--- src/include/goalc_map.vh ---
// Register map, field positions, reset values and timing counts of the level-control bank
`ifndef GOALC_MAP_VH
`define GOALC_MAP_VH

// ----------------------------------------
// Register addresses
// ----------------------------------------
`define GOALC_ADDR_BG_GAIN 8'h1b
`define GOALC_ADDR_R_GAIN 8'h1c
`define GOALC_ADDR_B_OFS 8'h1e
`define GOALC_ADDR_G_OFS 8'h1f
`define GOALC_ADDR_R_OFS 8'h20
`define GOALC_ADDR_HS_START 8'h21
`define GOALC_ADDR_MISC 8'h22
`define GOALC_ADDR_LVL_EN 8'h26
`define GOALC_ADDR_LVL_FILT 8'h28
`define GOALC_ADDR_FINE_LSB 8'h29

// ----------------------------------------
// Reset values
// ----------------------------------------
`define GOALC_RST_BG_GAIN 8'h55
`define GOALC_RST_R_GAIN 8'h05
`define GOALC_RST_OFS 8'h20
`define GOALC_RST_HS_START 8'h09
`define GOALC_RST_MISC 8'h00
`define GOALC_RST_LVL_EN 8'h00
`define GOALC_RST_LVL_FILT 8'h00
`define GOALC_RST_FINE_LSB 8'h00

// ----------------------------------------
// Writable bit masks
// ----------------------------------------
`define GOALC_MASK_FULL 8'hff
`define GOALC_MASK_R_GAIN 8'h0f
`define GOALC_MASK_OFS 8'h3f
`define GOALC_MASK_MISC 8'h0a
`define GOALC_MASK_LVL_EN 8'h01
`define GOALC_MASK_LVL_FILT 8'h7f
`define GOALC_MASK_FINE_LSB 8'h3f

// ----------------------------------------
// Field positions and vertical coefficient limit
// ----------------------------------------
`define GOALC_BIT_PSEUDO_SYNC 3
`define GOALC_BIT_VS_SOURCE 1
`define GOALC_BIT_LVL_EN 0
`define GOALC_VCOEF_MAX 4'ha

// ----------------------------------------
// Timing
// ----------------------------------------
`define GOALC_PSEUDO_HOLD_MS 3
`define GOALC_CLK_KHZ 20000

`endif

--- src/hdl/goalc_level_loop.v ---
// Automatic level-control loop for one channel
`timescale 1ns/1ps
`include "goalc_map.vh"

module goalc_level_loop (
    // Clock and reset
    input wire ref_clk_i,
    input wire reset_i,
    // Control
    input wire enable_i,
    input wire [2:0] hcoef_i,
    input wire [3:0] vcoef_i,
    input wire [9:0] base_offset_i,
    // Pixel stream
    input wire line_start_i,
    input wire blank_valid_i,
    input wire [9:0] sample_i,
    input wire [9:0] target_i,
    // Result
    output reg [9:0] offset_o
);

    // ----------------------------------------
    // Horizontal average over 2^(code+1) samples
    // ----------------------------------------
    reg [17:0] acc;
    reg [8:0] count;
    reg done;
    reg signed [17:0] corr;
    wire [8:0] need = 9'h002 << hcoef_i;
    wire [3:0] hshift = {1'b0, hcoef_i} + 4'h1;
    wire [3:0] vshift = (vcoef_i > `GOALC_VCOEF_MAX) ? `GOALC_VCOEF_MAX : vcoef_i;
    wire [17:0] avg = acc >> hshift;
    wire signed [17:0] err = $signed({8'h00, target_i}) - $signed(avg);
    wire signed [17:0] step = err >>> vshift;
    wire signed [17:0] sum = $signed({8'h00, base_offset_i}) + corr;

    always @(posedge ref_clk_i or posedge reset_i) begin
        if (reset_i) begin
            acc <= 18'h00000;
            count <= 9'h000;
            done <= 1'b0;
            corr <= 18'sh00000;
            offset_o <= 10'h000;
        end else begin
            if (!enable_i) begin
                corr <= 18'sh00000;
                acc <= 18'h00000;
                count <= 9'h000;
                done <= 1'b0;
            end else if (line_start_i) begin
                acc <= 18'h00000;
                count <= 9'h000;
                done <= 1'b0;
            end else if (blank_valid_i && !done) begin
                acc <= acc + {8'h00, sample_i};
                count <= count + 9'h001;
                if (count + 9'h001 == need) begin
                    done <= 1'b1;
                end
            end else if (done && count != 9'h000) begin
                corr <= corr + step;
                count <= 9'h000;
            end
            if (sum < 0) begin
                offset_o <= 10'h000;
            end else if (sum > 18'sh003ff) begin
                offset_o <= 10'h3ff;
            end else begin
                offset_o <= sum[9:0];
            end
        end
    end

endmodule

--- src/hdl/goalc_regs.v ---
// Gain, offset, sync and level-control register bank with its level loops
`timescale 1ns/1ps
`include "goalc_map.vh"

module goalc_regs (
    // Clock and reset
    input wire ref_clk_i,
    input wire reset_i,
    // Register port from the serial slave
    input wire reg_wr_i,
    input wire [7:0] reg_addr_i,
    input wire [7:0] reg_wdata_i,
    output reg [7:0] reg_rdata_o,
    // Video timing
    input wire line_start_i,
    input wire [7:0] pixel_count_i,
    input wire vsync_sep_i,
    input wire vsync_counter_i,
    // Blank-level samples per channel
    input wire blank_valid_i,
    input wire [9:0] red_sample_i,
    input wire [9:0] green_sample_i,
    input wire [9:0] blue_sample_i,
    input wire [9:0] level_target_i,
    // Analog control outputs
    output reg [3:0] red_gain_o,
    output reg [3:0] green_gain_o,
    output reg [3:0] blue_gain_o,
    output wire [9:0] red_offset_o,
    output wire [9:0] green_offset_o,
    output wire [9:0] blue_offset_o,
    // Sync outputs
    output reg hsync_output_o,
    output reg vsync_output_o,
    output reg pseudo_sync_compat_en_o,
    output reg pseudo_sync_ready_o
);

    // ----------------------------------------
    // Register storage
    // ----------------------------------------
    reg [7:0] blue_green_coarse_gain;
    reg [7:0] red_coarse_gain;
    reg [7:0] blue_coarse_offset;
    reg [7:0] green_coarse_offset;
    reg [7:0] red_coarse_offset;
    reg [7:0] hsync_out_start_pixel;
    reg [7:0] misc_sync_control;
    reg [7:0] level_control_enable;
    reg [7:0] level_control_filter;
    reg [7:0] fine_offset_low_bits;

    always @(posedge ref_clk_i or posedge reset_i) begin
        if (reset_i) begin
            blue_green_coarse_gain <= `GOALC_RST_BG_GAIN;
            red_coarse_gain <= `GOALC_RST_R_GAIN;
            blue_coarse_offset <= `GOALC_RST_OFS;
            green_coarse_offset <= `GOALC_RST_OFS;
            red_coarse_offset <= `GOALC_RST_OFS;
            hsync_out_start_pixel <= `GOALC_RST_HS_START;
            misc_sync_control <= `GOALC_RST_MISC;
            level_control_enable <= `GOALC_RST_LVL_EN;
            level_control_filter <= `GOALC_RST_LVL_FILT;
            fine_offset_low_bits <= `GOALC_RST_FINE_LSB;
        end else if (reg_wr_i) begin
            case (reg_addr_i)
                `GOALC_ADDR_BG_GAIN: blue_green_coarse_gain <= reg_wdata_i;
                `GOALC_ADDR_R_GAIN: red_coarse_gain <= reg_wdata_i & `GOALC_MASK_R_GAIN;
                `GOALC_ADDR_B_OFS: blue_coarse_offset <= reg_wdata_i & `GOALC_MASK_OFS;
                `GOALC_ADDR_G_OFS: green_coarse_offset <= reg_wdata_i & `GOALC_MASK_OFS;
                `GOALC_ADDR_R_OFS: red_coarse_offset <= reg_wdata_i & `GOALC_MASK_OFS;
                `GOALC_ADDR_HS_START: hsync_out_start_pixel <= reg_wdata_i;
                `GOALC_ADDR_MISC: misc_sync_control <= reg_wdata_i & `GOALC_MASK_MISC;
                `GOALC_ADDR_LVL_EN: level_control_enable <= reg_wdata_i & `GOALC_MASK_LVL_EN;
                `GOALC_ADDR_LVL_FILT: level_control_filter <= reg_wdata_i & `GOALC_MASK_LVL_FILT;
                `GOALC_ADDR_FINE_LSB: fine_offset_low_bits <= reg_wdata_i & `GOALC_MASK_FINE_LSB;
                default: ;
            endcase
        end
    end

    // ----------------------------------------
    // Read back
    // ----------------------------------------
    always @(posedge ref_clk_i or posedge reset_i) begin
        if (reset_i) begin
            reg_rdata_o <= 8'h00;
        end else begin
            case (reg_addr_i)
                `GOALC_ADDR_BG_GAIN: reg_rdata_o <= blue_green_coarse_gain;
                `GOALC_ADDR_R_GAIN: reg_rdata_o <= red_coarse_gain;
                `GOALC_ADDR_B_OFS: reg_rdata_o <= blue_coarse_offset;
                `GOALC_ADDR_G_OFS: reg_rdata_o <= green_coarse_offset;
                `GOALC_ADDR_R_OFS: reg_rdata_o <= red_coarse_offset;
                `GOALC_ADDR_HS_START: reg_rdata_o <= hsync_out_start_pixel;
                `GOALC_ADDR_MISC: reg_rdata_o <= misc_sync_control;
                `GOALC_ADDR_LVL_EN: reg_rdata_o <= level_control_enable;
                `GOALC_ADDR_LVL_FILT: reg_rdata_o <= level_control_filter;
                `GOALC_ADDR_FINE_LSB: reg_rdata_o <= fine_offset_low_bits;
                default: reg_rdata_o <= 8'h00;
            endcase
        end
    end

    // ----------------------------------------
    // Line-boundary shadow of analog and level-control settings
    // ----------------------------------------
    reg [5:0] red_ofs_act;
    reg [5:0] green_ofs_act;
    reg [5:0] blue_ofs_act;
    reg [5:0] fine_act;
    reg [6:0] filt_act;
    reg lvl_en_act;

    always @(posedge ref_clk_i or posedge reset_i) begin
        if (reset_i) begin
            red_gain_o <= 4'h5;
            green_gain_o <= 4'h5;
            blue_gain_o <= 4'h5;
            red_ofs_act <= 6'h20;
            green_ofs_act <= 6'h20;
            blue_ofs_act <= 6'h20;
            fine_act <= 6'h00;
            filt_act <= 7'h00;
            lvl_en_act <= 1'b0;
        end else if (line_start_i) begin
            green_gain_o <= blue_green_coarse_gain[7:4];
            blue_gain_o <= blue_green_coarse_gain[3:0];
            red_gain_o <= red_coarse_gain[3:0];
            red_ofs_act <= red_coarse_offset[5:0];
            green_ofs_act <= green_coarse_offset[5:0];
            blue_ofs_act <= blue_coarse_offset[5:0];
            fine_act <= fine_offset_low_bits[5:0];
            filt_act <= level_control_filter[6:0];
            lvl_en_act <= level_control_enable[`GOALC_BIT_LVL_EN];
        end
    end

    // ----------------------------------------
    // Offset base: coarse code in four-step units plus fine bits
    // ----------------------------------------
    function [9:0] goalc_base;
        input [5:0] coarse;
        input [1:0] fine;
        reg [9:0] mag;
        begin
            mag = {3'b000, coarse[4:0], 2'b00};
            if (coarse[5]) begin
                goalc_base = (10'h1fc - mag) | {8'h00, fine};
            end else begin
                goalc_base = (10'h200 + mag) | {8'h00, fine};
            end
        end
    endfunction

    wire [9:0] red_base = goalc_base(red_ofs_act, fine_act[5:4]);
    wire [9:0] green_base = goalc_base(green_ofs_act, fine_act[3:2]);
    wire [9:0] blue_base = goalc_base(blue_ofs_act, fine_act[1:0]);

    // ----------------------------------------
    // Level loops per channel
    // ----------------------------------------
    goalc_level_loop u_red (
        .ref_clk_i(ref_clk_i),
        .reset_i(reset_i),
        .enable_i(lvl_en_act),
        .hcoef_i(filt_act[2:0]),
        .vcoef_i(filt_act[6:3]),
        .base_offset_i(red_base),
        .line_start_i(line_start_i),
        .blank_valid_i(blank_valid_i),
        .sample_i(red_sample_i),
        .target_i(level_target_i),
        .offset_o(red_offset_o)
    );

    goalc_level_loop u_green (
        .ref_clk_i(ref_clk_i),
        .reset_i(reset_i),
        .enable_i(lvl_en_act),
        .hcoef_i(filt_act[2:0]),
        .vcoef_i(filt_act[6:3]),
        .base_offset_i(green_base),
        .line_start_i(line_start_i),
        .blank_valid_i(blank_valid_i),
        .sample_i(green_sample_i),
        .target_i(level_target_i),
        .offset_o(green_offset_o)
    );

    goalc_level_loop u_blue (
        .ref_clk_i(ref_clk_i),
        .reset_i(reset_i),
        .enable_i(lvl_en_act),
        .hcoef_i(filt_act[2:0]),
        .vcoef_i(filt_act[6:3]),
        .base_offset_i(blue_base),
        .line_start_i(line_start_i),
        .blank_valid_i(blank_valid_i),
        .sample_i(blue_sample_i),
        .target_i(level_target_i),
        .offset_o(blue_offset_o)
    );

    // ----------------------------------------
    // Sync outputs
    // ----------------------------------------
    reg vsep_meta;
    reg vsep_sync;

    always @(posedge ref_clk_i or posedge reset_i) begin
        if (reset_i) begin
            vsep_meta <= 1'b0;
            vsep_sync <= 1'b0;
            hsync_output_o <= 1'b0;
            vsync_output_o <= 1'b0;
            pseudo_sync_compat_en_o <= 1'b0;
        end else begin
            vsep_meta <= vsync_sep_i;
            vsep_sync <= vsep_meta;
            if (line_start_i) begin
                hsync_output_o <= 1'b0;
            end else if (pixel_count_i == hsync_out_start_pixel) begin
                hsync_output_o <= 1'b1;
            end
            if (misc_sync_control[`GOALC_BIT_VS_SOURCE]) begin
                vsync_output_o <= vsep_sync;
            end else begin
                vsync_output_o <= vsep_sync & vsync_counter_i;
            end
            pseudo_sync_compat_en_o <= misc_sync_control[`GOALC_BIT_PSEUDO_SYNC];
        end
    end

    // ----------------------------------------
    // Pseudo-sync hold timer: reports when the low time has been met
    // ----------------------------------------
    localparam [31:0] HOLD_CYCLES = `GOALC_PSEUDO_HOLD_MS * `GOALC_CLK_KHZ;
    reg [15:0] hold_count;

    always @(posedge ref_clk_i or posedge reset_i) begin
        if (reset_i) begin
            hold_count <= 16'h0000;
            pseudo_sync_ready_o <= 1'b0;
        end else if (misc_sync_control[`GOALC_BIT_PSEUDO_SYNC]) begin
            hold_count <= 16'h0000;
            pseudo_sync_ready_o <= 1'b0;
        end else if ({16'h0000, hold_count} < HOLD_CYCLES - 32'd1) begin
            hold_count <= hold_count + 16'h0001;
        end else begin
            pseudo_sync_ready_o <= 1'b1;
        end
    end

endmodule

--- config.mk ---
export PLATFORM = sky130hd
export DESIGN_NAME = goalc_regs
export DESIGN_NICKNAME = d
export VERILOG_FILES = /design/src/hdl/goalc_level_loop.v /design/src/hdl/goalc_regs.v
export VERILOG_INCLUDE_DIRS = /design/src /design/src/include
export SDC_FILE = /design/constraint.sdc
export NUM_CORES = 1
export LEC_CHECK = 0
export BUFFER_PORTS_ARGS = -buffer_cell sky130_fd_sc_hd__buf_2
export CAP_MARGIN = 20
export CORE_MARGIN = 2
export CORE_UTILIZATION = 50
export CTS_CLUSTER_DIAMETER = 50
export DETAILED_ROUTE_END_ITERATION = 8
export PLACE_DENSITY = 0.72
export REMOVE_ABC_BUFFERS = 1
export SYNTH_ARGS = -nofsm -noshare
export SYNTH_HDL_FRONTEND = slang
export SYNTH_SLANG_ARGS = --single-unit
--- constraint.sdc ---
create_clock -name ref_clk_i -period 18.15 [get_ports ref_clk_i]
set_input_delay 1.815 -clock ref_clk_i [delete_from_list [all_inputs] [get_ports ref_clk_i]]
set_output_delay 1.815 -clock ref_clk_i [all_outputs]
set_load 0.005 [all_outputs]
==> key figures, run 1 <==
Synth
  • Number of flops mapped to enable cells by yosys: 0
  • Post-synthesis register bit count: 296
  • Netlist cell types: 94
  • Mapped Cells: 2621
  • Area contributors post-synth: dfrtp_1 (30%), ha_1 (8.1%), mux2_2 (5.3%)
  • Post-synthesis instance area: 0.02340 mm^2
  • Synth async-reset ratio: 1.000
  • Synth Area in Compound Gates: 0.2162
  • Sequential area share after synthesis: 0.3176
  • Largest family of logic cells by synthesized area: compound AO/OA/AOI/OAI gates
  • Yosys warns: 0
  • Ys flop type: dfrtp_1
  • Post-synthesis adder-cell area fraction: 0.09100
  • Synth top area share: 0.2951
  • Synthesized area per cell: 8.929 um^2
  • XOR/XNOR Fraction of Synth Area: 0.08009
  • Synth area leader: dfrtp_1
  • Post-synthesis mux area share: 0.1054
  • Simple-gate area share of the yosys netlist: 0.1587

Detailed routing
  • DRT Wirelength: around 65000 um
  • # DRC: 0
  • Mean number of vias per cell: 6.146
  • Vias: 20500
  • Detailed Route Iter0 Violations: 1661
  • DR WL/cell: 19.35 um
  • Drt pass-1 iters: 6
  • ANT nets after route: 0

Die
  • Core Box Area: 0.04636 mm^2
  • Total die area: a little under 0.05 mm^2
  • Starting Density: 0.5048
  • Die Ht: 220.3 um
  • Die width: 220.3 um
  • Std cell rows: 79
  • I/O pin cnt: 125

Final layout
  • Layout net count: 2928
  • Final Instance Count excl. Fillers: 3336
  • Sequential cell area: 0.007438 mm^2
  • Fill cells: 4096
  • Multi-input combinational cell area: 0.01526 mm^2
  • Share of layout cells above drive strength 1: 0.1478
  • Area Growth Syn to Fin: 11.04%

Worst setup path
  • Setup crit end kind: flop
  • Worst Reg2Reg Path Length in Cells: 24
  • WP data arrival: 7850 ps
  • CP Data Required Time: roughly 19000 ps
  • Worst Setup Start Kind: flop
  • Reg-to-reg slack, setup: between 10000 and 15000 ps
  • Max FO, Critical Path: 79
  • Reg2reg start: filt_act[1]$_DFFE_PP0P_
  • CP Class: reg2reg
  • Worst r2r dst: u_blue.corr[16]$_DFFE_PP0P_

STA
  • Final hold vios: 0
  • Max-slew headroom: 0.2993
  • Worst Tran Pin Value: roughly 1000 ps
  • Final setup fails: 0
  • Fin Hold WS: 367.0 ps
  • Fmax: 135.4 MHz
  • Crit path time final: 7384 ps
  • Fin. max-slew vios: 0
  • Clock skew: 56.40 ps
  • Final TNS setup: 0 ps
  • Fin crit share: 0.4069
  • RSZ-0062 raised after global routing: false

Clock tree
  • Total CTS buffers: 42
  • Clk_lat worst skew: 600 ps
  • CTS H-Tree Depth: 2
  • Clock root cell: clkbuf_16
  • Hold Buf Count CTS: 0
  • CTS tree: yes
  • Post_cts resized: 0
  • Postcts setup bufs: 0
  • Max Root-Sink Buffers: 3
  • CTS clock-pin slew for the worst setup and hold paths: 60 ps
  • Clock sink count: 296

Hold path
  • Hold Path Depth: 0
  • Worst hold path class: reg2reg
  • Worst Hold End: vsep_sync$_DFF_PP0_
  • Hold Path Origin: vsep_meta$_DFF_PP0_

Global routing
  • GRT Residual Overflow: 0
  • Largest net degree at the start of global routing: between 90 and 100
  • Met3 usage: 0.04124
  • Global-route wire length before repair: 104500 um
  • Grt peak-use layer: met2
  • GRT Util Overall: 0.2670
  • Initial antenna violation count: 6
  • GR Util met2: 0.4415
  • Number of global-route vias before repair: ~20000
  • Met1 Use GR: 0.3527

Power and ir drop
  • LEAKAGE: 0.01229 uW
  • Total power: ~2000 uW
  • VDD IR max: 0.00008201 V
  • PwrDens: 75.65 mW/mm^2

Placement
  • Dpl cells: 3257
  • Routability congestion estimate from global placement: 0.9496
  • Dpl hpwl: 48750 um
  • IO Port Bufs: roughly 120

Status
  • Status: finished clean

Job
  • Max Cap Viol: 0
## cells in the final DEF (no fill, tap or decap), types with 19 or more instances in the layout
master and n:
nor2b_1 30, a211oi_1 47, xor2_1 106, a21oi_1 194
dfstp_2 20, ha_1 151, clkbuf_16 42, a22o_1 53
and3_1 36, dfrtp_1 273, o21ai_0 152, buf_4 24
nor2_1 211, nand2_1 270, and2_1 26, o21a_1 47
nor3_1 55, buf_2 124, nand3_1 58, nand4_1 19
a21o_1 34, mux2i_1 95, xnor2_1 108, a31oi_1 34
inv_1 57, mux2_2 111
## worst max-delay path, stage by stage (launching register included)
cell,delay (ps)
dfrtp_4,480
buf_4,740
mux2i_1,340
mux2i_1,140
a21oi_1,280
inv_1,100
fa_1,430
nand3b_1,220
a211o_1,310
a31oi_1,390
xor2_1,230
mux2i_1,130
a21oi_1,320
mux2i_1,160
ha_1,270
fa_1,420
a21o_1,190
a21oi_1,250
o21bai_1,140
a2111oi_1,490
o31ai_1,220
or4_1,510
a31oi_1,210
xnor2_1,90
a22o_1,190
## cell usage after synthesis (all sizes together), types with 36 or more instances
cell type	number
dfrtp	276
nand2	271
nor2	212
a21oi	197
o21ai	161
ha	151
mux2	112
xnor2	108
xor2	106
mux2i	95
clkbuf	86
inv	58
nand3	58
nor3	56
a22o	53
a211oi	49
o21a	47
and3	36
## metal layers
| metal | wire [um] | up-vias | part of all wire |
|---|---|---|---|
| met5 | 50 | - | 0.00077 |
| met4 | 2308 | 10 | 0.036 |
| met3 | 3725 | 142 | 0.058 |
| met2 | 30120 | 641 | 0.47 |
| met1 | 28350 | 9895 | 0.44 |
| li1 | - | 9815 | - |
## sequential cells by signal, summed over array words and instances, names as in the netlist, 7 cells and up
signal	count
u_green.corr	18
u_blue.offset_o	10
u_blue.corr	18
u_green.count	9
u_blue.count	9
reg_rdata_o	8
u_red.offset_o	10
level_control_filter	7
filt_act	7
u_blue.acc	18
u_green.offset_o	10
u_red.acc	18
u_green.acc	18
blue_green_coarse_gain	8
u_red.count	9
u_red.corr	18
hold_count	16
hsync_out_start_pixel	8
## cell type report
cell class | count | area share
Multi-Input combinational cell | 2146 | 0.5873
Sequential cell | 296 | 0.2862
Clock buffer | 52 | 0.04420
Timing Repair Buffer | 149 | 0.03125
Tap cell | 607 | 0.02923
Clock inverter | 25 | 0.01276
Inverter | 59 | 0.008811
Antenna cell | 2 | 0.0001926
## how the worst max path moves through the flow
stage | start | to | slack [ps]
finish | filt_act[1]$_DFFE_PP0P_ | u_blue.corr[16]$_DFFE_PP0P_ | 10770
global route | filt_act[1]$_DFFE_PP0P_ | u_blue.corr[16]$_DFFE_PP0P_ | 10250
CTS | filt_act[1]$_DFFE_PP0P_ | u_blue.corr[16]$_DFFE_PP0P_ | 10860
detailed placement | level_target_i[0] | u_blue.corr[16]$_DFFE_PP0P_ | 10760
global placement | level_target_i[0] | u_blue.corr[16]$_DFFE_PP0P_ | 10940
floorplan | reset_i | blue_coarse_offset[0]$_DFFE_PP0P_ | 8190
## logic make-up (layout without fill, tap and decap cells)
group	Yosys count	in the layout
AOI/OAI and AO/OA	753	753
xor gates and xnor gates	214	214
adders and majority gates	163	163
buffers and inverters	179	285
DFF	296	296
muxes	218	218
other	0	2
and+or+nand+nor	798	798
## through the flow
step | instance area (um^2) | utilization | setup slack (ps)
after global placement | 24470 | 0.5279 | 10940
after global routing | 25980 | 0.5605 | 10250
after floorplan | 22900 | - | 8192
final | 25990 | 0.5606 | 10770
after CTS | 25980 | 0.5604 | 10860
after detailed placement | 24500 | 0.5285 | 10760
## power breakdown
group          internal (uW)  switching [uW]
clock network            517             328
registers                688            25.0
logic                    158             250
total                   1360             603
Note: power is estimated with default switching activity, not from simulation.
==> run 2: changes to the inputs <==
- PLACE_DENSITY: 0.72 -> 0.75
- clock period: 18.15 -> 5.9 ns (I/O delays scaled with it)
==> run 2 against run 1 <==
Effect of this change: the flow now finishes with violations (setup timing); global-route usage up 2.1 points; sequential share of layout area down 3.5 points; power rose to 3.3 times the previous value; clock skew down 25 ps; critical endpoint unchanged.
==> key figures, run 2 (synthesis gave the netlist of run 1 again) <==
Status
  • Status: complete, but fails checks
  • Failing checks: setup timing

STA
  • Final hold vios: 0
  • Fin. max-slew vios: 0
  • Crit path time final: 6027 ps
  • Final TNS setup: -186.4 ps
  • Final setup fails: 3
  • Worst Tran Pin Value: 1089 ps
  • RSZ-0062 raised after global routing: true
  • Clock skew: 31.46 ps
  • Fmax: about 170 MHz
  • Final worst-path setup slack: -126.7 ps
  • Max-slew headroom: 0.2685
  • Fin crit share: 1.021

Clock tree
  • CTS tree: yes
  • CTS H-Tree Depth: 2
  • Clock sink count: 296
  • Max Root-Sink Buffers: 3
  • Clock root cell: clkbuf_16
  • CTS clock-pin slew for the worst setup and hold paths: 60 ps
  • Clk_lat worst skew: 590 ps
  • Total CTS buffers: 42

Detailed routing
  • DR WL/cell: around 20 um
  • # DRC: 0
  • Detailed Route Iter0 Violations: approximately 2000
  • ANT nets after route: 0
  • DRT Wirelength: 71500 um
  • Mean number of vias per cell: ~6
  • Vias: 21990
  • Drt pass-1 iters: 6

Power and ir drop
  • VDD IR max: around 0.00022 V
  • Switching power: 2050 uW
  • LEAKAGE: 0.01395 uW
  • Part of the power in registers: 0.338
  • Sw frac: 0.3165
  • Logic pwr share: 0.263
  • PwrDens: between 200 and 250 mW/mm^2
  • P_int: 4427 uW
  • Clock share of power: 0.399
  • Total power: about 6500 uW

Worst setup path
  • CP Class: reg2reg
  • Max FO, Critical Path: 4
  • CP startpoint: filt_act[1]$_DFFE_PP0P_
  • CP Capture Point: u_blue.corr[16]$_DFFE_PP0P_
  • Reg-to-reg slack, setup: -130 ps
  • Worst Setup Start Kind: flop
  • Worst r2r dst: u_blue.corr[16]$_DFFE_PP0P_
  • Setup crit end kind: flop
  • Worst Reg2Reg Path Length in Cells: 28
  • Reg2reg start: filt_act[1]$_DFFE_PP0P_
  • Slowest stage delay, CP: roughly 520 ps
  • CP Data Required Time: 6360 ps
  • WP data arrival: roughly 6500 ps
  • Slowest CP cell: dfrtp_4

Global routing
  • Global-route wire length before repair: 112500 um
  • GRT Residual Overflow: 0
  • GRT Util Overall: 0.2876
  • Initial antenna violation count: 4
  • Largest net degree at the start of global routing: between 150 and 200
  • Number of global-route vias before repair: 21270

Job
  • Max Cap Viol: 0

Die
  • Die width: 220.3 um
  • Std cell rows: 79
  • Starting Density: 0.5048
  • Total die area: 0.04855 mm^2
  • Core Box Area: 0.04636 mm^2
  • I/O pin cnt: 125
  • Die Ht: 220.3 um

Final layout
  • Commonest non-fill, non-tap cell in the layout: buf_4
  • Layout Utilization: 0.6383
  • Share of layout cells above drive strength 1: 0.2995
  • Fill cells: 3700
  • Layout net count: 3236
  • Most frequent cells in the layout: buf_4 (311), dfrtp_1 (273), nand2_1 (268)
  • Area Growth Syn to Fin: 26.43%

Placement
  • IO Port Bufs: 124
  • Dpl hpwl: 52570 um
  • Routability congestion estimate from global placement: about 1

Hold path
  • Worst hold path class: in2reg
==> run 2: changes by cell type in the layout (fill, tap and decap cells not counted), moves of 12 or more <==
cell	previous run	this run
o21ai_1	9	26
mux2i_1	95	65
mux2i_2	0	20
ha_1	151	133
buf_4	24	311
o21ai_0	152	123
a31oi_1	34	22
a211oi_1	47	30
a21oi_2	1	34
a21oi_1	194	159
a211oi_2	2	19
==> run 2: metal layers <==
metal | global-route usage | vias up | part of all wire
met4 | 0.1116 | 4 | 0.039
met1 | 0.3647 | 10620 | 0.42
met2 | 0.4908 | 759 | 0.48
met5 | 0 | - | 0.00042
li1 | - | 10430 | -
met3 | 0.04701 | 180 | 0.059
==> run 2: how the worst min path moves through the flow <==
stage | slack, ps | startpoint | to | cells after the start
floorplan | 330 | vsep_meta$_DFF_PP0_ | vsep_sync$_DFF_PP0_ | 0
detailed placement | 350 | vsep_meta$_DFF_PP0_ | vsep_sync$_DFF_PP0_ | 0
global route | 100 | vsync_sep_i | vsep_meta$_DFF_PP0_ | 1
finish | 110 | vsync_sep_i | vsep_meta$_DFF_PP0_ | 1
global placement | 340 | vsep_meta$_DFF_PP0_ | vsep_sync$_DFF_PP0_ | 0
CTS | 90 | vsync_sep_i | vsep_meta$_DFF_PP0_ | 1
==> run 2: final cells by class <==
class	instances	area [um^2]	area share
antenna	2	5.005	0.0001691
clock buffer	51	1155	0.03903
tap	607	759.5	0.02567
timing repair buffer	457	3308	0.1118
clock inverter	26	297.8	0.01006
multi-input combinational	2146	16400	0.5541
inverter	59	229.0	0.007739
sequential	296	7438	0.2514
==> run 2: metrics by stage <==
step	worst slack (ps)	cells	hold WS, ps	instance area [um^2]
3_5_place_dp	-513.7	3506	351.0	26450
3_3_place_gp	-440.2	3505	335.0	26430
5_1_grt	-423.7	3643	96.72	29590
6_report	-126.7	3644	108.4	29590
2_1_floorplan	-2833	2501	331.2	22900
4_1_cts	-106.5	3609	86.73	28470
==> run 2: timing repair <==
| item | in CTS | in global routing |
|---|---|---|
| setup endpoints to repair | 20 | 25 |
| resized for setup | 87 | 187 |
| endpoints found under the hold margin | 34 | 0 |
| hold buffers | 1 | 0 |
| pin swaps | 37 | 82 |
| gates cloned | 1 | 2 |
| setup buffers | 24 | 27 |
==> run 2: power by group through the flow <==
stage / registers [uW] / clock network [uW] / logic [uW]
4_1_cts: 2190 / 2630 / 1560
3_3_place_gp: 2220 / 0 / 1440
3_5_place_dp: 2220 / 0 / 1470
5_1_grt: 2200 / 2720 / 1850
2_1_floorplan: 2230 / 0 / 859
6_report: 2190 / 2580 / 1700
==> run 2: critical path: cells and delay by family (launching register included) <==
kind	cells	cell delay, ps
AOI/OAI and AO/OA	12	2340
xor gates and xnor gates	2	210
adders and majority gates	3	770
buffers and inverters	4	610
DFF	1	520
muxes	4	670
and+or+nand+nor	3	780
